**src/sce_pkg.sv**
```systemverilog
// Constants, rate table and check-byte function for the control endpoint
// What this block does
// - Outputs float until initialization completes
// - Control port answers only after ready time
// - Established link pulls link status low
// - Enable low resets configuration, disables drivers
// - Link status is open-drain, off at startup
// - No link when rate indexes differ
// - Far interrupt sampled periodically while bus idle
// - Interrupt output ANDs far and local levels
// - Enabled set event drives interrupt low
// - Reset far bus on stuck select
// - Far reset after enable low or link loss
// - Far outputs off until link returns
// - Rate pins decode to index and factor
// - Only modes (0,0) and (1,1) accepted
// - MSB first; address then read bit
// - Exactly one data byte per transfer
// - Optional write check byte, CRC-8 poly 07
// - Bad check byte discards write, flags fault
// - Read returns CRC over address and data
// - Clearing fault event clears all faults
// - Incomplete write after address flags fault
package sce_pkg;
  // Timing
  localparam int CLK_MHZ = 100;
  localparam int READY_US = 10;
  localparam int READY_CYC = READY_US * CLK_MHZ;
  localparam int INT_SAMPLE_US = 10;
  localparam int INT_SAMPLE_CYC = INT_SAMPLE_US * CLK_MHZ;
  localparam int FAR_RESET_US = 1000;
  localparam int FAR_RESET_CYC = FAR_RESET_US * CLK_MHZ;
  localparam int STUCK_TIMEOUT_US = 100;
  localparam int STUCK_TIMEOUT_CYC = STUCK_TIMEOUT_US * CLK_MHZ;
  // Register offsets
  localparam logic [6:0] A_CONFIG = 7'h00;
  localparam logic [6:0] A_STATUS = 7'h01;
  localparam logic [6:0] A_EVENT = 7'h02;
  localparam logic [6:0] A_INT_EN = 7'h03;
  localparam logic [6:0] A_FAULT = 7'h04;
  localparam logic [6:0] A_WORD_LEN = 7'h05;
  localparam logic [6:0] A_SCRATCH = 7'h06;
  // Field positions
  localparam int EV_GOOD = 0;
  localparam int EV_LOST = 1;
  localparam int EV_FAULT = 2;
  localparam int FL_WRITE = 0;
  localparam int FL_LINK = 1;
  localparam int FL_REMSPI = 2;
  localparam int FL_TXOVF = 3;
  localparam int FL_RXUNF = 4;
  // Reset values and limits
  localparam logic [5:0] RST_CONFIG = 6'h00;
  localparam logic [2:0] RST_INT_EN = 3'h0;
  localparam logic [5:0] RST_WORD_LEN = 6'h08;
  localparam logic [7:0] RST_SCRATCH = 8'h00;
  localparam logic [7:0] WORD_LEN_MIN = 8'h08;
  localparam logic [7:0] WORD_LEN_MAX = 8'h20;
  localparam logic [7:0] CRC_POLY = 8'h07;
  // Frame bit counts
  localparam logic [5:0] BITS_ADDR = 6'h08;
  localparam logic [5:0] BITS_DATA = 6'h10;
  localparam logic [5:0] BITS_CRC = 6'h18;
  // Three-state pin sense codes
  localparam logic [1:0] PIN_LOW = 2'h0;
  localparam logic [1:0] PIN_FLOAT = 2'h1;
  localparam logic [1:0] PIN_HIGH = 2'h2;

  typedef enum logic [1:0] {
    SCE_OFF = 2'b00,
    SCE_INIT = 2'b01,
    SCE_READY = 2'b10
  } sce_state_t;

  // One byte through the check register, MSB first, no reflection
  function automatic logic [7:0] crc_byte(input logic [7:0] crc, input logic [7:0] data);
    logic [7:0] c;
    c = crc;
    for (int i = 7; i >= 0; i--) begin
      c = (c[7] ^ data[i]) ? ({c[6:0], 1'b0} ^ CRC_POLY) : {c[6:0], 1'b0};
    end
    return c;
  endfunction

  // Rate pin pair to speed index
  function automatic logic [3:0] rate_index(input logic [1:0] a, input logic [1:0] b);
    case ({a, b})
      {PIN_LOW, PIN_LOW}: return 4'h8;
      {PIN_FLOAT, PIN_LOW}: return 4'h7;
      {PIN_HIGH, PIN_LOW}: return 4'h6;
      {PIN_LOW, PIN_FLOAT}: return 4'h5;
      {PIN_FLOAT, PIN_FLOAT}: return 4'h4;
      {PIN_LOW, PIN_HIGH}: return 4'h3;
      {PIN_HIGH, PIN_FLOAT}: return 4'h2;
      {PIN_FLOAT, PIN_HIGH}: return 4'h1;
      default: return 4'h0;
    endcase
  endfunction

  // Speed index to baud factor
  function automatic logic [6:0] baud_factor(input logic [3:0] idx);
    case (idx)
      4'h8: return 7'h01;
      4'h7: return 7'h02;
      4'h6: return 7'h04;
      4'h5: return 7'h08;
      4'h4: return 7'h10;
      4'h3: return 7'h18;
      4'h2: return 7'h20;
      4'h1: return 7'h40;
      default: return 7'h50;
    endcase
  endfunction
endpackage

```
**src/sce_frame_if.sv**
```systemverilog
// Frame results passed from the control serial engine to the register file
`timescale 1ns/1ns
interface sce_frame_if;
  logic wr_commit;
  logic wr_fault;
  logic [6:0] addr;
  logic [7:0] wdata;
  logic [7:0] rdata;
  modport serial (output wr_commit, output wr_fault, output addr, output wdata, input rdata);
  modport regs (input wr_commit, input wr_fault, input addr, input wdata, output rdata);
endinterface

```
**src/sce_endpoint.sv**
```systemverilog
// Control endpoint top: startup, registers, events, link status and supervision
`timescale 1ns/1ns
module sce_endpoint #(
  parameter int FAR_RESET_CYC = sce_pkg::FAR_RESET_CYC,
  parameter int STUCK_CYC = sce_pkg::STUCK_TIMEOUT_CYC
) (
  // Clock, reset and clock enable
  input wire logic mclk,
  input wire logic reset_n,
  input wire logic clk_en,
  // Enable pin and power state
  input wire logic enable_pin,
  output logic low_power,
  // Control port
  input wire logic control_select_n,
  input wire logic spi_sck,
  input wire logic spi_mosi,
  output logic spi_miso_out,
  output logic spi_miso_oe,
  // Rate pins, sensed as low, float or high
  input wire logic [1:0] rate_pin_a,
  input wire logic [1:0] rate_pin_b,
  output logic [6:0] link_baud_factor,
  // Link engine
  input wire logic link_established,
  input wire logic [3:0] far_rate_index,
  input wire logic far_int_n,
  input wire logic data_bus_idle,
  input wire logic link_fault_evt,
  input wire logic tx_overflow_evt,
  input wire logic rx_underflow_evt,
  // Open-drain status pins
  output logic link_n_out,
  output logic link_n_oe,
  output logic int_n_out,
  output logic int_n_oe,
  // Far bus supervision
  input wire logic [2:0] far_select_n,
  input wire logic far_sck,
  output logic far_bus_reset,
  output logic far_reset_req,
  output logic far_drive_en,
  // Configuration to the data path
  output logic [5:0] spi_mode_cfg,
  output logic [5:0] word_length
);
  localparam int RW = $clog2(sce_pkg::READY_CYC + 1);
  localparam int SW = $clog2(sce_pkg::INT_SAMPLE_CYC + 1);
  localparam int FW = $clog2(FAR_RESET_CYC + 1);
  localparam int TW = $clog2(STUCK_CYC + 1);

  // Elaboration check on the long counts
  if (FAR_RESET_CYC < 1 || STUCK_CYC < 2) begin : g_bad_param
    $error("sce_endpoint: counts too small");
  end

  sce_frame_if fr ();
  sce_pkg::sce_state_t state_r, state_nxt;
  logic [RW-1:0] init_cnt_r;
  logic [SW-1:0] samp_cnt_r;
  logic [FW-1:0] far_cnt_r;
  logic [TW-1:0] stuck_cnt_r;
  logic [1:0] on_m_r, on_s_r;
  logic [3:0] rate_m_r, rate_s_r, idx_r;
  logic [3:0] far_m_r, far_s_r;
  logic far_sck_q_r, link_q_r, mirror_r;
  logic [5:0] cfg_r, wlen_r;
  logic [2:0] ev_r, ien_r;
  logic [4:0] fault_r;
  logic [7:0] scratch_r;
  logic low_power_r, link_oe_r, int_oe_r, far_bus_reset_r, far_req_r, far_en_r;
  logic [6:0] baud_r;

  // Control serial engine
  sce_ctrl_spi i_sce_ctrl_spi (
    .mclk(mclk),
    .reset_n(reset_n),
    .clk_en(clk_en),
    .active(state_r == sce_pkg::SCE_READY),
    .select_n_pin(control_select_n),
    .sck_pin(spi_sck),
    .mosi_pin(spi_mosi),
    .miso(spi_miso_out),
    .miso_oe(spi_miso_oe),
    .fr(fr)
  );

  // Startup sequence decode
  wire on_s = on_s_r[1];
  wire ready = state_r == sce_pkg::SCE_READY;
  wire init_done = init_cnt_r == RW'(sce_pkg::READY_CYC - 1);
  always_comb begin
    state_nxt = state_r;
    case (state_r)
      sce_pkg::SCE_OFF: state_nxt = on_s ? sce_pkg::SCE_INIT : sce_pkg::SCE_OFF;
      sce_pkg::SCE_INIT: state_nxt = !on_s ? sce_pkg::SCE_OFF :
                                     init_done ? sce_pkg::SCE_READY : sce_pkg::SCE_INIT;
      sce_pkg::SCE_READY: state_nxt = on_s ? sce_pkg::SCE_READY : sce_pkg::SCE_OFF;
      default: state_nxt = sce_pkg::SCE_OFF;
    endcase
  end

  // Link and interrupt decode
  wire link_ok = ready && link_established && far_rate_index == idx_r;
  wire good_set = link_ok && !link_q_r;
  wire lost_set = !link_ok && link_q_r && ready;
  wire irq = |(ev_r & ien_r);
  wire samp_tick = samp_cnt_r == SW'(sce_pkg::INT_SAMPLE_CYC - 1);

  // Far bus stuck detection: a select held with no clock edge
  wire far_sel_act = ~&far_s_r[2:0];
  wire far_edge = far_s_r[3] ^ far_sck_q_r;
  wire stuck_fire = far_sel_act && !far_edge && stuck_cnt_r == TW'(STUCK_CYC - 1);
  wire [4:0] fault_set = {rx_underflow_evt, tx_overflow_evt, stuck_fire, link_fault_evt,
                          fr.wr_fault};

  // Far reset condition: enable low or link down
  wire far_cond = !on_s || (ready && !link_ok);
  wire far_hit = far_cnt_r == FW'(FAR_RESET_CYC);

  // Register write strobes
  wire we_cfg = fr.wr_commit && fr.addr == sce_pkg::A_CONFIG;
  wire we_ev = fr.wr_commit && fr.addr == sce_pkg::A_EVENT;
  wire we_ien = fr.wr_commit && fr.addr == sce_pkg::A_INT_EN;
  wire we_scr = fr.wr_commit && fr.addr == sce_pkg::A_SCRATCH;
  wire we_wlen = fr.wr_commit && fr.addr == sce_pkg::A_WORD_LEN &&
                 fr.wdata >= sce_pkg::WORD_LEN_MIN && fr.wdata <= sce_pkg::WORD_LEN_MAX;
  wire [2:0] ev_clr = we_ev ? ~fr.wdata[2:0] : 3'h0;
  wire [2:0] ev_set = {|fault_set, lost_set, good_set};
  wire [7:0] status = {idx_r, 1'b0, mirror_r, ~int_oe_r, ~link_oe_r};

  // Read data selection, unmapped offsets read zero
  assign fr.rdata = (fr.addr == sce_pkg::A_CONFIG) ? {2'h0, cfg_r} :
                    (fr.addr == sce_pkg::A_STATUS) ? status :
                    (fr.addr == sce_pkg::A_EVENT) ? {5'h00, ev_r} :
                    (fr.addr == sce_pkg::A_INT_EN) ? {5'h00, ien_r} :
                    (fr.addr == sce_pkg::A_FAULT) ? {3'h0, fault_r} :
                    (fr.addr == sce_pkg::A_WORD_LEN) ? {2'h0, wlen_r} :
                    (fr.addr == sce_pkg::A_SCRATCH) ? scratch_r : 8'h00;

  // Outputs
  assign low_power = low_power_r;
  assign link_baud_factor = baud_r;
  assign link_n_out = 1'b0;
  assign link_n_oe = link_oe_r;
  assign int_n_out = 1'b0;
  assign int_n_oe = int_oe_r;
  assign far_bus_reset = far_bus_reset_r;
  assign far_reset_req = far_req_r;
  assign far_drive_en = far_en_r;
  assign spi_mode_cfg = cfg_r;
  assign word_length = wlen_r;

  // Pin synchronisers
  always_ff @(posedge mclk or negedge reset_n) begin
    if (!reset_n) begin
      on_m_r <= 2'h0;
      on_s_r <= 2'h0;
      rate_m_r <= 4'h0;
      rate_s_r <= 4'h0;
      far_m_r <= 4'hF;
      far_s_r <= 4'hF;
      far_sck_q_r <= 1'b1;
    end else if (clk_en) begin
      on_m_r <= {on_m_r[0], enable_pin};
      on_s_r <= {on_s_r[0], on_m_r[1]};
      rate_m_r <= {rate_pin_a, rate_pin_b};
      rate_s_r <= rate_m_r;
      far_m_r <= {far_sck, far_select_n};
      far_s_r <= far_m_r;
      far_sck_q_r <= far_s_r[3];
    end
  end

  // Startup state and counters
  always_ff @(posedge mclk or negedge reset_n) begin
    if (!reset_n) begin
      state_r <= sce_pkg::SCE_OFF;
      init_cnt_r <= '0;
      low_power_r <= 1'b1;
      idx_r <= 4'h0;
      baud_r <= 7'h01;
    end else if (clk_en) begin
      state_r <= state_nxt;
      init_cnt_r <= (state_r == sce_pkg::SCE_INIT) ? init_cnt_r + RW'(1) : '0;
      low_power_r <= !on_s;
      idx_r <= sce_pkg::rate_index(rate_s_r[3:2], rate_s_r[1:0]);
      baud_r <= sce_pkg::baud_factor(idx_r);
    end
  end

  // Configuration registers, defaults while enable is low
  always_ff @(posedge mclk or negedge reset_n) begin
    if (!reset_n) begin
      cfg_r <= sce_pkg::RST_CONFIG;
      ien_r <= sce_pkg::RST_INT_EN;
      wlen_r <= sce_pkg::RST_WORD_LEN;
      scratch_r <= sce_pkg::RST_SCRATCH;
    end else if (clk_en) begin
      if (!on_s) begin
        cfg_r <= sce_pkg::RST_CONFIG;
        ien_r <= sce_pkg::RST_INT_EN;
        wlen_r <= sce_pkg::RST_WORD_LEN;
        scratch_r <= sce_pkg::RST_SCRATCH;
      end else begin
        if (we_cfg) cfg_r <= fr.wdata[5:0];
        if (we_ien) ien_r <= fr.wdata[2:0];
        if (we_wlen) wlen_r <= fr.wdata[5:0];
        if (we_scr) scratch_r <= fr.wdata;
      end
    end
  end

  // Sticky events and faults; a new set wins over a clear
  always_ff @(posedge mclk or negedge reset_n) begin
    if (!reset_n) begin
      ev_r <= 3'h0;
      fault_r <= 5'h00;
      link_q_r <= 1'b0;
    end else if (clk_en) begin
      link_q_r <= link_ok;
      if (!on_s) begin
        ev_r <= 3'h0;
        fault_r <= 5'h00;
      end else begin
        ev_r <= (ev_r & ~ev_clr) | ev_set;
        fault_r <= (fault_r & ~{5{ev_clr[sce_pkg::EV_FAULT]}}) | fault_set;
      end
    end
  end

  // Interrupt mirror and open-drain enables
  always_ff @(posedge mclk or negedge reset_n) begin
    if (!reset_n) begin
      samp_cnt_r <= '0;
      mirror_r <= 1'b1;
      link_oe_r <= 1'b0;
      int_oe_r <= 1'b0;
    end else if (clk_en) begin
      samp_cnt_r <= samp_tick ? '0 : samp_cnt_r + SW'(1);
      if (!link_ok) mirror_r <= 1'b1;
      else if (samp_tick && data_bus_idle) mirror_r <= far_int_n;
      link_oe_r <= link_ok;
      int_oe_r <= ready && !(mirror_r && !irq);
    end
  end

  // Far bus timeout and far reset
  always_ff @(posedge mclk or negedge reset_n) begin
    if (!reset_n) begin
      stuck_cnt_r <= '0;
      far_bus_reset_r <= 1'b0;
      far_cnt_r <= '0;
      far_req_r <= 1'b0;
      far_en_r <= 1'b0;
    end else if (clk_en) begin
      stuck_cnt_r <= (!far_sel_act || far_edge || stuck_fire) ? '0 : stuck_cnt_r + TW'(1);
      far_bus_reset_r <= stuck_fire;
      far_cnt_r <= !far_cond ? '0 : far_hit ? far_cnt_r : far_cnt_r + FW'(1);
      far_req_r <= far_cond && far_hit;
      if (far_req_r) far_en_r <= 1'b0;
      else if (link_ok) far_en_r <= 1'b1;
    end
  end
endmodule

```
**src/sce_ctrl_spi.sv**
```systemverilog
// Serial engine of the control port: shifting, check bytes, commit decision
`timescale 1ns/1ns
module sce_ctrl_spi (
  // Clock and reset
  input wire logic mclk,
  input wire logic reset_n,
  input wire logic clk_en,
  input wire logic active,
  // Control port pins
  input wire logic select_n_pin,
  input wire logic sck_pin,
  input wire logic mosi_pin,
  output logic miso,
  output logic miso_oe,
  // Frame results
  sce_frame_if.serial fr
);
  logic [2:0] s1_r, s2_r;
  logic sck_q_r, cs_q_r, load_rd_r, load_crc_r;
  logic [5:0] cnt_r;
  logic [7:0] rx_r, tx_r, abyte_r, wdata_r, crcb_r, crc_a_r, rd_r;
  logic commit_r, fault_r, miso_r, oe_r;

  // Edge and frame decode
  wire cs_act = ~s2_r[2] & active;
  wire sck_rise = s2_r[1] & ~sck_q_r;
  wire sck_fall = ~s2_r[1] & sck_q_r;
  wire frame_start = cs_act & ~cs_q_r;
  wire frame_end = ~cs_act & cs_q_r;
  wire [7:0] rx_byte = {rx_r[6:0], s2_r[0]};
  wire [7:0] wr_crc = sce_pkg::crc_byte(crc_a_r, wdata_r);
  wire is_wr = ~abyte_r[0];
  wire past_addr = cnt_r >= sce_pkg::BITS_ADDR;
  wire good_len = (cnt_r == sce_pkg::BITS_DATA) ||
                  (cnt_r == sce_pkg::BITS_CRC && crcb_r == wr_crc);
  assign fr.addr = abyte_r[7:1];
  assign fr.wdata = wdata_r;
  assign fr.wr_commit = commit_r;
  assign fr.wr_fault = fault_r;
  assign miso = miso_r;
  assign miso_oe = oe_r;

  // Pin synchronisers
  always_ff @(posedge mclk or negedge reset_n) begin
    if (!reset_n) begin
      s1_r <= 3'h7;
      s2_r <= 3'h7;
      sck_q_r <= 1'b1; // Matches the synchroniser reset, so no false edge
      cs_q_r <= 1'b0;
    end else if (clk_en) begin
      s1_r <= {select_n_pin, sck_pin, mosi_pin};
      s2_r <= s1_r;
      sck_q_r <= s2_r[1];
      cs_q_r <= cs_act;
    end
  end

  // Receive side: capture on rising clock, modes (0,0) and (1,1) only
  always_ff @(posedge mclk or negedge reset_n) begin
    if (!reset_n) begin
      cnt_r <= 6'h00;
      rx_r <= 8'h00;
      abyte_r <= 8'h01;
      wdata_r <= 8'h00;
      crcb_r <= 8'h00;
      crc_a_r <= 8'h00;
    end else if (clk_en) begin
      if (frame_start) begin
        cnt_r <= 6'h00;
      end else if (cs_act && sck_rise) begin
        rx_r <= rx_byte;
        cnt_r <= (cnt_r == 6'h3F) ? cnt_r : cnt_r + 6'h01;
        if (cnt_r == sce_pkg::BITS_ADDR - 6'h01) begin
          abyte_r <= rx_byte;
          crc_a_r <= sce_pkg::crc_byte(8'h00, rx_byte);
        end
        if (cnt_r == sce_pkg::BITS_DATA - 6'h01) begin
          wdata_r <= rx_byte;
        end
        if (cnt_r == sce_pkg::BITS_CRC - 6'h01) begin
          crcb_r <= rx_byte;
        end
      end
    end
  end

  // Transmit side: load read data, then its check byte, launch on falling clock
  always_ff @(posedge mclk or negedge reset_n) begin
    if (!reset_n) begin
      load_rd_r <= 1'b0;
      load_crc_r <= 1'b0;
      tx_r <= 8'h00;
      rd_r <= 8'h00;
      miso_r <= 1'b0;
      oe_r <= 1'b0;
    end else if (clk_en) begin
      load_rd_r <= cs_act && sck_rise && cnt_r == sce_pkg::BITS_ADDR - 6'h01;
      load_crc_r <= cs_act && sck_rise && cnt_r == sce_pkg::BITS_DATA - 6'h01;
      oe_r <= cs_act;
      if (frame_start) begin
        tx_r <= 8'h00;
      end else if (load_rd_r) begin
        tx_r <= fr.rdata;
        rd_r <= fr.rdata;
      end else if (load_crc_r) begin
        tx_r <= sce_pkg::crc_byte(crc_a_r, rd_r);
      end else if (cs_act && sck_fall) begin
        miso_r <= tx_r[7];
        tx_r <= {tx_r[6:0], 1'b0};
      end
    end
  end

  // Commit or fault at the end of a write frame
  always_ff @(posedge mclk or negedge reset_n) begin
    if (!reset_n) begin
      commit_r <= 1'b0;
      fault_r <= 1'b0;
    end else if (clk_en) begin
      commit_r <= frame_end && past_addr && is_wr && good_len;
      fault_r <= frame_end && past_addr && is_wr && !good_len;
    end
  end
endmodule

```
**config.mk**
```make
export PLATFORM = sky130hd
export DESIGN_NAME = sce_endpoint
export DESIGN_NICKNAME = d
export VERILOG_FILES = /design/src/sce_pkg.sv /design/src/sce_frame_if.sv /design/src/sce_endpoint.sv /design/src/sce_ctrl_spi.sv
export SDC_FILE = /design/constraint.sdc
export NUM_CORES = 1
export LEC_CHECK = 0
export BUFFER_PORTS_ARGS = -buffer_cell sky130_fd_sc_hd__buf_4
export CAP_MARGIN = 20
export CORE_MARGIN = 2
export CORE_UTILIZATION = 45
export DETAILED_ROUTE_END_ITERATION = 8
export GPL_TIMING_DRIVEN = 0
export PLACE_DENSITY = 0.64
export SKIP_CTS_REPAIR_TIMING = 1
export SLEW_MARGIN = 20
export SYNTH_ARGS = -nofsm -noshare
export SYNTH_HDL_FRONTEND = slang
export SYNTH_SLANG_ARGS = --single-unit
```
**constraint.sdc**
```tcl
create_clock -name mclk -period 2.9 [get_ports mclk]
set_input_delay 0.29 -clock mclk [delete_from_list [all_inputs] [get_ports mclk]]
set_output_delay 0.29 -clock mclk [all_outputs]
set_load 0.05 [all_outputs]
```
== Word-level counts from Yosys, hierarchy flattened ==
Memories as Yosys holds them, arrays and structs flattened. A register that Yosys moved wholly into a read port is not among the register bits.
Index checks and enable logic that the tools add are counted.
Word-level totals
  bits in registers: 186
  bits in read-only memories: 176
  input port bits: 25
  logic and storage cells: 277
  memories: 2
Memories
  (name not given): depth 16, bits a word 7, read ports 1, clocked after Yosys merged registers in 1, write ports 0, RTL line sce_pkg.sv:102  | case (idx)
  (name not given): depth 16, bits a word 4, read ports 1, clocked after Yosys merged registers in 1, write ports 0, RTL line sce_pkg.sv:87  | case ({a, b})
Operators by class
  add/subtract/negate cells: 5
  $lt $le $gt $ge: 3
  equality and inequality tests: 27
  mux-type cells: 63
  bitwise operators: 70
  reduce and logical (&&, ||, !) cells: 65
Operators by type and width (count)
  $mux W8: 13
  $mux W3: 28
  $not A3 Y3: 24
  $mux W6: 7
  $mux W17: 2
  $logic_and A1 B1 Y1: 28
  $eq A7 B3 Y1 const B: 3
  $add A10 B1 Y10 const B: 2
  $eq A10 B10 Y1 const B: 2
  $mux W10: 2
  $xor A1 B1 Y1: 19
  $eq A6 B5 Y1 const B: 3
  $add A17 B1 Y17 const B: 1
  $eq A17 B17 Y1 const B: 1
  $reduce_and A2 Y1: 8
  $add A14 B1 Y14 const B: 1
  $eq A14 B14 Y1 const B: 1
  $eq A7 B2 Y1 const B: 2
  $mux W14: 1
  $ne A2 B1 Y1 const B: 6
  $reduce_and A3 Y1: 4
  $reduce_and A4 Y1: 3
  $not A1 Y1: 11
  $logic_not A1 Y1: 10
  other kinds (32): 51

== Depth between registers and ports, before layout ==
Gate-level depths: netlist of the first run.
  depth in word-level cells: 21
  gate-level depth with buffers: 8
  depth with buffers taken out: 8

== Cells and area by module ==
Synthesis of the first run repeated with hierarchy kept, for this count alone.
Unflattened totals
  cells, all modules: 977
  area, all modules: 10334.9 um^2
Modules (own cells, without submodules)
  sce_endpoint: instances 1, cells each 626, area each 6408.6 um^2
  sce_ctrl_spi: instances 1, cells each 351, area each 3926.3 um^2

== Least setup slack after synthesis of the first run ==
OpenSTA, ideal clock, no wires.
  kind: register to register
  from: register state_r[0]
  to: register i_sce_ctrl_spi.wdata_r[0], in the netlist i_sce_ctrl_spi.fr.wdata[0]
  library setup time: 0.125 ns
  arrival: 1.955 ns
  path slack: 0.820 ns
  stages on the path, launching flop included: 7
  buffers on the path: 1
  path through: dfrtp_1 > or3b_1 > buf_2 > or3_4 > nor4b_4 > nand2_2 > mux2_2
On the way
  cells in the longest elaborated chain, start to end: 5
  elaborated cells between the ends (all ways): 6
RTL lines
  from (decl): RTL line sce_endpoint.sv:58  | sce_pkg::sce_state_t state_r, state_nxt;
  from (signal assigned): RTL line sce_endpoint.sv:178  | state_r <= sce_pkg::SCE_OFF;
  from (signal assigned): RTL line sce_endpoint.sv:184  | state_r <= state_nxt;
  $eq A2 B2 Y1 *: RTL line sce_endpoint.sv:79  | .active(state_r == sce_pkg::SCE_READY),
  $and A1 B1 Y1 *: RTL line sce_ctrl_spi.sv:25  | wire cs_act = ~s2_r[2] & active;
  $and A1 B1 Y1: RTL line sce_ctrl_spi.sv:28  | wire frame_start = cs_act & ~cs_q_r;
  $not A1 Y1 (no line)
  $reduce_and A4 Y1 (no line) *
  to (signal assigned): RTL line sce_ctrl_spi.sv:78  | wdata_r <= rx_byte;
  to (decl): RTL line sce_ctrl_spi.sv:21  | logic [7:0] rx_r, tx_r, abyte_r, wdata_r, crcb_r, crc_a_r, rd_r;
Every way passes the cells marked *; elsewhere a longest branch is shown, timed or not.
A chain may end at the register's enable or synchronous reset.

== Final worst setup path of the first run ==
  from: register i_sce_ctrl_spi.s2_r[2]
  to: register i_sce_ctrl_spi.miso_r, in the netlist i_sce_ctrl_spi.miso
On the way
  cells in the longest elaborated chain, start to end: 5
  elaborated cells between the ends (all ways): 6
RTL lines
  from (decl): RTL line sce_ctrl_spi.sv:18  | logic [2:0] s1_r, s2_r;
  from (signal assigned): RTL line sce_ctrl_spi.sv:52  | s2_r <= s1_r;
  $not A1 Y1 *: RTL line sce_ctrl_spi.sv:25
  $and A1 B1 Y1 *: RTL line sce_ctrl_spi.sv:25
  $and A1 B1 Y1: RTL line sce_ctrl_spi.sv:28
  $not A1 Y1 (no line)
  $reduce_and A5 Y1 (no line) *
  to (signal assigned): RTL line sce_ctrl_spi.sv:108  | miso_r <= tx_r[7];
  to (decl): RTL line sce_ctrl_spi.sv:22  | logic commit_r, fault_r, miso_r, oe_r;
Marked as above.

==> key figures, run 1 <==
Worst hold path
  – Hold Crit Start: link_fault_evt
  – Hold crit path type: in -> reg

STA
  – Crit path time final: 2630 ps
  – RSZ-0062 raised after global routing: no
  – Setup TNS: 0 ps
  – Finish-stage setup viols: 0
  – Worst hold slack: around 84 ps
  – Hold Vio Cnt, Final: 0
  – Worst-Margin Slew: 1020 ps
  – Final period util: between 90% and 100%
  – Slew HR: about a third
  – Max Clock Skew: 11.4 ps
  – Max Transition Viols Final: 0
  – Highest clock rate: around 380 MHz

Floorplan
  – Die width: between 150 and 200 um
  – Num rows: between 50 and 60
  – Top-Level Pins: between 50 and 60
  – Die area: between 20,000 and 25,000 um2
  – Initial Utilization: between 40% and 50%
  – Die Height: approximately 150 um
  – Core ar.: roughly 21,000 um2

Clocking
  – Clock Path Buffers: 2
  – CTS Buf Count: 17
  – Clk sinks: between 150 and 200
  – Clk Latency, worst-skew pair: 440 ps
  – CTS tree: built
  – Clk slew on worst S/H paths: 70 ps
  – Clock Tree Root: clkbuf_16
  – Htree depth: 4

Yosys
  – Complex-gate fraction of the synthesized area: between 10 and 15%
  – Dominant synthesized flop cell: dfrtp_1
  – Adder-cell share of the synthesized area: under 10%
  – Synth top area share: a little under half
  – Synth area leaders: dfrtp_1 (45%), mux2_2 (8.2%), dfstp_2 (5.6%)
  – Synth area leader: dfrtp_1
  – Synthesized area: 9780 um2
  – Largest family of logic cells by synthesized area: simple AND/OR/NAND/NOR gates
  – Async SR Flop Fraction: 100%
  – Count of state elements after synthesis: just under 200
  – Post-synth EDFFs: 0
  – Register area share after synthesis: between 50 and 60%
  – Synth unique cells: 63
  – Mean area per synthesized cell: around 11 um2
  – Synth Instances: between 900 and 1,000
  – Post-Synth Simple-Gate Area: ~14%
  – Yosys warns: 0
  – Multiplexer share of the synthesized area: a little under a tenth
  – XOR/XNOR Fraction of Synth Area: under 10%

Layout
  – Layout Area Growth over Synthesis: 14.3%
  – Layout Nets: 1,021
  – Layout cells sized above 1: around a fifth
  – Antenna diodes: 0
  – Fillcell total: roughly 1,900

Route
  – Initial drt markers: about 450
  – DRC: 0
  – DRT Pass-1 Iters: 5
  – DRT antenna net count: 0
  – Post-DR wirelength/cell: roughly 18 um
  – Via Count: 7,004
  – Routed wire length: 23.0 mm
  – Via density: roughly 5.5

Worst setup path
  – Crit path max fanout: 8
  – Slowest Stage Delay on Critical Path: ~580 ps
  – Slowest-stage cell, CP: nor4b_1
  – Req. time, crit path: 3220 ps
  – Crit path DAT: a little under 3000 ps
  – CP startpoint kind: flip-flop
  – Critical R2R Launch: i_sce_ctrl_spi.s2_r[2]
  – CP cell instances: or3b_1, buf_2, or2_2, clkbuf_1, nand2_1, nor4b_1, mux2_2
  – Crit path from: i_sce_ctrl_spi.s2_r[2]
  – Crit Path Class: reg -> reg
  – Worst setup EP type: flip-flop

Status
  – Status: completed

Power and ir drop
  – VDD IR-drop max: 0.301 mV
  – Leak pwr: between 5 and 6 nW
  – Cell Pwr Density: between 500 and 600 nW/um2

Placement
  – Routability cong.: 0.848
  – HPWL after detailed placement: 16.5 mm
  – I/O Buffers: between 50 and 60

Global route
  – Initial antenna violation count: 0
  – First-pass GRT wire length: about 37 mm
  – Vias in the first global route: between 6,000 and 7,000
  – Total gr overflow: 0
  – Largest net degree at the start of global routing: 93
  – Gr usage total: between 20% and 30%

Run
  – Max cap viols: 0
[metal layers]
metal	vias to the layer above	routed length, um	global-route usage, %	share of wire, %
met3	36	1100	3.98	4.8
met2	151	10400	33.1	45
met4	0	496	7.15	2.2
met5	-	0	0	0
li1	3339	-	-	-
met1	3478	11000	29.8	48
[registers in the layout (all words and copies together) (netlist names), 6 cells and up]
name,cells
far_cnt_r,17
i_sce_ctrl_spi.abyte_r,8
i_sce_ctrl_spi.cnt_r,6
i_sce_ctrl_spi.crc_a_r,8
i_sce_ctrl_spi.crcb_r,8
i_sce_ctrl_spi.fr.wdata,8
i_sce_ctrl_spi.rd_r,8
i_sce_ctrl_spi.rx_r,7
i_sce_ctrl_spi.tx_r,8
init_cnt_r,10
link_baud_factor,7
samp_cnt_r,10
scratch_r,8
spi_mode_cfg,6
stuck_cnt_r,14
word_length,6
[final timing paths]
| check | to | slack, ps | cells past startpoint |
|---|---|---|---|
| setup / recovery | i_sce_ctrl_spi.miso | 270 | 7 |
| hold / removal | fault_r[1] | 80 | 2 |
| setup reg to reg | i_sce_ctrl_spi.miso | 270 | 7 |
| hold reg to reg | i_sce_ctrl_spi.tx_r[7] | 480 | 2 |
| max in group asynchronous | i_sce_ctrl_spi.abyte_r[0] | 1810 | 3 |
| min in group asynchronous | far_cnt_r[9] | 320 | 2 |
[cell usage after synthesis, drive strengths merged, types with 13 or more instances]
library cell	n
dfrtp	176
a22o	30
ha	15
nor2	83
nand3	26
mux2	71
a21oi	17
buf	13
mux2i	13
xor2	43
xnor2	53
clkbuf	33
nand4	17
nand2	80
o21ai	49
inv	22
dfstp	21
[cell usage in the layout, fill, tap and decap left out, types with 4 or more instances in the layout]
master	netlist	layout
a211oi_1	5	5
a21o_1	9	9
a21oi_1	17	17
a22o_1	30	30
a22oi_1	8	8
a31oi_1	4	4
and2_1	7	7
and3_1	11	11
and4_1	5	5
buf_1	7	7
buf_2	4	4
buf_4	2	52
clkbuf_1	33	33
clkbuf_16	0	17
dfrtp_1	176	176
dfstp_2	21	21
ha_1	15	15
inv_1	21	21
mux2_2	71	71
mux2i_1	13	13
nand2_1	78	78
nand2b_1	10	10
nand3_1	26	26
nand4_1	17	17
nor2_1	82	82
nor2b_1	8	8
nor3_1	10	10
nor4_1	6	6
nor4b_1	4	4
o21ai_0	49	49
o2bb2ai_1	10	10
o31ai_1	4	4
xnor2_1	53	53
xor2_1	43	43
[cell families after synthesis]
group                      count (synthesis)
DFF                                      197
AOI/OAI and AO/OA                        160
muxes                                     84
and+or+nand+nor                          282
adders and majority gates                 15
buffers and inverters                     68
xor gates and xnor gates                 100
other                                      1
[stage by stage]
step	util (%)	power [mW]	area (um2)	worst slack (ps)	instances
floorplan	-	3.67	9780	820	908
global placement	49.7	3.98	10500	42.7	1234
detailed placement	50.0	4.00	10600	-6.95	1236
CTS	52.8	6.41	11200	307	1268
global route	52.8	6.63	11200	170	1269
finish	52.8	6.36	11200	269	1269
[layout make-up]
| cell class | count | area (um2) | area share [%] |
|---|---|---|---|
| Tap cell | 275 | 344 | 3.08 |
| Multi-Input combinational cell | 643 | 4560 | 40.8 |
| Clock inverter | 13 | 145 | 1.30 |
| Sequential cell | 197 | 4960 | 44.3 |
| Timing Repair Buffer | 54 | 455 | 4.07 |
| Clock buffer | 19 | 453 | 4.05 |
| Inverter | 22 | 82.6 | 0.739 |
| Buffer | 46 | 185 | 1.66 |
[worst max-delay path: cells and delay by family (launching register included)]
family	cells	cell delay (ps)
flops	1	550
buf+inv	2	570
simple gates	4	1010
mux	1	400
[power by group]
part           internal [mW]  leakage, nW  switching (mW)
clock                   1.33        0.292            1.08
combinational          0.308         2.17           0.502
sequential              2.95         2.62           0.190
Note: power is estimated with default switching activity, not from simulation.
==> inputs of run 2 (changes only) <==
--- a/config.mk
+++ b/config.mk
@@ -5,10 +5,12 @@
 export SDC_FILE = /design/constraint.sdc
 export NUM_CORES = 1
 export LEC_CHECK = 0
+export ABC_AREA = 1
 export BUFFER_PORTS_ARGS = -buffer_cell sky130_fd_sc_hd__buf_4
 export CAP_MARGIN = 20
 export CORE_MARGIN = 2
 export CORE_UTILIZATION = 45
+export CTS_CLUSTER_SIZE = 8
 export DETAILED_ROUTE_END_ITERATION = 8
 export GPL_TIMING_DRIVEN = 0
 export PLACE_DENSITY = 0.64
==> key figures, run 2 <==
Status
  – Status: completed

Yosys
  – Adder-cell share of the synthesized area: 1.82% (-0.10 points)
  – Complex-gate fraction of the synthesized area: 12.0% (+0.57 points)
  – Async SR Flop Fraction: 100% (unchanged)
  – Mean area per synthesized cell: 7.98 um2 (-26%)
  – Synth area leader: dfrtp_1
  – Yosys warns: 0 (unchanged)
  – Register area share after synthesis: 48.1% (-2.6 points)
  – Synth Instances: 1,293 (+43%)
  – Synth area leaders: dfrtp_1 (43%), nand2_1 (13%), o21ai_0 (6.2%)
  – Post-Synth Simple-Gate Area: 27.1% (+13 points)
  – XOR/XNOR Fraction of Synth Area: 3.74% (-5.8 points)
  – Most frequent cells after synthesis: nand2_1 (365), dfrtp_1 (176), inv_1 (139)
  – Dominant synthesized flop cell: dfrtp_1
  – Count leader, synth: nand2_1
  – Synthesized area: 10,300 um2 (+5.5%)
  – Count of state elements after synthesis: 197 (unchanged)
  – Post-synth EDFFs: 0 (unchanged)
  – Largest family of logic cells by synthesized area: simple AND/OR/NAND/NOR gates
  – Synth top area share: 42.7% (-2.3 points)
  – Multiplexer share of the synthesized area: 0% (-9.5 points)
  – Synth unique cells: 57 (-9.5%)

Route
  – DRT Pass-1 Iters: 5 (unchanged)
  – DRC: 0 (unchanged)
  – Initial drt markers: 656 (+46%)
  – Via density: 5.24 (-5.0%)
  – DRT antenna net count: 0 (unchanged)
  – Routed wire length: 25.8 mm (+12%)
  – Post-DR wirelength/cell: 15.5 um (-14%)
  – Via Count: 8,728 (+25%)

Layout
  – Number of flip-flops in the largest register: 17 (unchanged)
  – Layout Nets: 1,407 (+38%)
  – Commonest non-fill, non-tap cells in the layout: nand2_1 (365), dfrtp_1 (176), inv_1 (139)
  – Layout cells sized above 1: 12.2% (-7.1 points)
  – Layout Cells excl Fill: 1,665 (+31%)
  – Commonest non-fill, non-tap cell in the layout: nand2_1
  – Biggest regs: far_cnt_r: 17 flops, stuck_cnt_r: 14 flops
  – Fillcell total: 2,148 (+15%)
  – Biggest register: far_cnt_r
  – Layout Area Growth over Synthesis: 14.1%
  – Antenna diodes: 0 (unchanged)

Floorplan
  – Die area: 24,100 um2 (+5.3%)
  – Initial Utilization: 45.7% (-0.53 points)
  – Top-Level Pins: 54 (unchanged)
  – Die width: 155 um (+2.6%)
  – Num rows: 55 (+3.8%)
  – Core ar.: 22,600 um2 (+6.7%)
  – Die Height: 155 um (+2.6%)

Worst setup path
  – CP startpoint kind: flip-flop
  – Worst setup EP type: flip-flop
  – Crit path max fanout: 10 (+2)
  – Critical R2R Launch: idx_r[1]
  – Req. time, crit path: 3220 ps (about the same)
  – Worst R2R Setup Slack: 730 ps (+460 ps)
  – Crit Path Class: reg -> reg
  – Worst R2R Path Depth: 9 (+2)
  – Crit path DAT: 2490 ps (-470 ps)
  – Slowest Stage Delay on Critical Path: 440 ps (-140 ps)
  – Slowest-stage cell, CP: dfrtp_1
  – Worst R2R End: far_cnt_r[11]
  – CP cell instances: inv_1, nor2_1, nor4_4, nand3_2, nand2_2, nand2_1, buf_2, nand4_1, o21ai_0

Clocking
  – Clock Tree Root: clkbuf_16
  – Clock Path Buffers: 2 (unchanged)
  – CTS Buf Count: 17 (unchanged)
  – Clk sinks: 197 (unchanged)
  – Clk slew on worst S/H paths: 80 ps (about the same)
  – Htree depth: 4 (unchanged)
  – CTS tree: built
  – Clk Latency, worst-skew pair: 440 ps (about the same)

Placement
  – Routability cong.: 0.881 (+3.8%)
  – I/O Buffers: 51 (unchanged)
  – HPWL after detailed placement: 19.2 mm (+16%)
  – Placed cells: 1,632 (+32%)

Power and ir drop
  – Leak pwr: 5.44 nW (+7.0%)
  – Cell Pwr Density: 576 nW/um2 (+1.1%)
  – Total Power: 6.77 mW (+6.4%)
  – VDD IR-drop max: 0.340 mV (+13%)

Worst hold path
  – Worst Hold Depth: 3 (+1)
  – Hold Crit Start: control_select_n
  – Worst hold path endpoint: i_sce_ctrl_spi.s1_r[2]
  – Hold crit path type: in -> reg

Global route
  – Largest net degree at the start of global routing: 79 (-15%)
  – First-pass GRT wire length: 42.0 mm (+13%)
  – Initial antenna violation count: 0 (unchanged)
  – Gr usage total: 22.0% (+0.82 points)
  – Vias in the first global route: 8,255 (+19%)
  – Total gr overflow: 0 (unchanged)

STA
  – Finish-stage setup viols: 0 (unchanged)
  – Highest clock rate: 460 MHz (+21%)
  – Worst-Margin Slew: 722 ps (-293 ps)
  – Hold Vio Cnt, Final: 0 (unchanged)
  – RSZ-0062 raised after global routing: no
  – Setup TNS: 0 ps (unchanged)
  – Slew HR: 51.9% (+20 points)
  – Max Clock Skew: 12.1 ps (+0.701 ps)
  – Final period util: 75.0% (-16 points)
  – Crit path time final: 2170 ps (-457 ps)
  – Max Transition Viols Final: 0 (unchanged)

Run
  – Max cap viols: 0 (unchanged)
-- run 2: cell count changes in the layout (fill, tap and decap cells not counted), moves of 12 or more --
| cell | before | now |
|---|---|---|
| a21oi_1 | 17 | 36 |
| xor2_1 | 43 | 27 |
| nor3_1 | 10 | 31 |
| a22o_1 | 30 | 1 |
| o21ai_0 | 49 | 128 |
| clkbuf_1 | 33 | 10 |
| nand3_1 | 26 | 71 |
| mux2i_1 | 13 | 0 |
| nand2_1 | 78 | 365 |
| o21ai_1 | 0 | 12 |
| o22ai_1 | 2 | 14 |
| inv_1 | 21 | 139 |
| mux2_2 | 71 | 0 |
| xnor2_1 | 53 | 17 |
-- run 2: area by class of cell --
cell class	instances	area (um2)	share of cell area (%)
clock inverter	15	211	1.80
sequential	197	4960	42.1
clock buffer	17	425	3.62
multi-input combinational	914	4610	39.2
tap	285	357	3.03
buffer	34	188	1.60
timing repair buffer	54	455	3.87
inverter	149	561	4.76
-- run 2: kinds of logic (layout without fill, tap and decap cells) --
kind of cell | Yosys count | count (layout)
flip-flops | 197 | 197
AND/OR/NAND/NOR | 629 | 629
AO/OA/AOI/OAI | 224 | 224
XOR/XNOR | 44 | 44
adder cells (fa/ha/maj) | 15 | 15
buffers and inverters | 183 | 269
other | 1 | 2
-- run 2: how the worst max path moves through the flow --
| stage | to | startpoint | slack [ps] |
|---|---|---|---|
| 2_1_floorplan | i_sce_ctrl_spi.crc_a_r[2] | i_sce_ctrl_spi.miso_oe | 1240 |
| 3_3_place_gp | far_cnt_r[7] | reset_n | 170 |
| 3_5_place_dp | far_cnt_r[12] | idx_r[1] | 750 |
| 4_1_cts | far_cnt_r[11] | idx_r[1] | 710 |
| 5_1_grt | i_sce_ctrl_spi.tx_r[1] | i_sce_ctrl_spi.abyte_r[6] | 550 |
| 6_report | far_cnt_r[11] | idx_r[1] | 730 |
-- run 2: layer usage --
metal / global-route usage, % / up-vias / wire, um
li1: - / 4370 / -
met1: 30.0 / 4146 / 12200
met2: 36.8 / 180 / 12200
met3: 3.20 / 32 / 991
met4: 6.25 / 0 / 452
met5: 0 / - / 0
-- run 2: metrics by stage --
stage | util [%] | hold slack [ps] | cell area, um2 | setup slack (ps)
after floorplan | - | -5.59 | 10300 | 1240
after global placement | 49.0 | 452 | 11100 | 173
after detailed placement | 49.3 | 214 | 11100 | 752
after CTS | 52.1 | -255 | 11800 | 711
after global routing | 52.1 | 65.2 | 11800 | 549
final | 52.1 | 44.5 | 11800 | 726
-- run 2: report_power, final --
group          switching [mW]  internal, mW
combinational           0.669         0.350
sequential              0.191          3.00
clock                    1.16          1.40
-- run 2: worst max-delay path: cells and delay by family, from the launching register on --
| kind | cells | cell delay (ps) |
|---|---|---|
| compound gates | 1 | 90 |
| buf+inv | 2 | 540 |
| flops | 1 | 440 |
| simple gates | 6 | 970 |
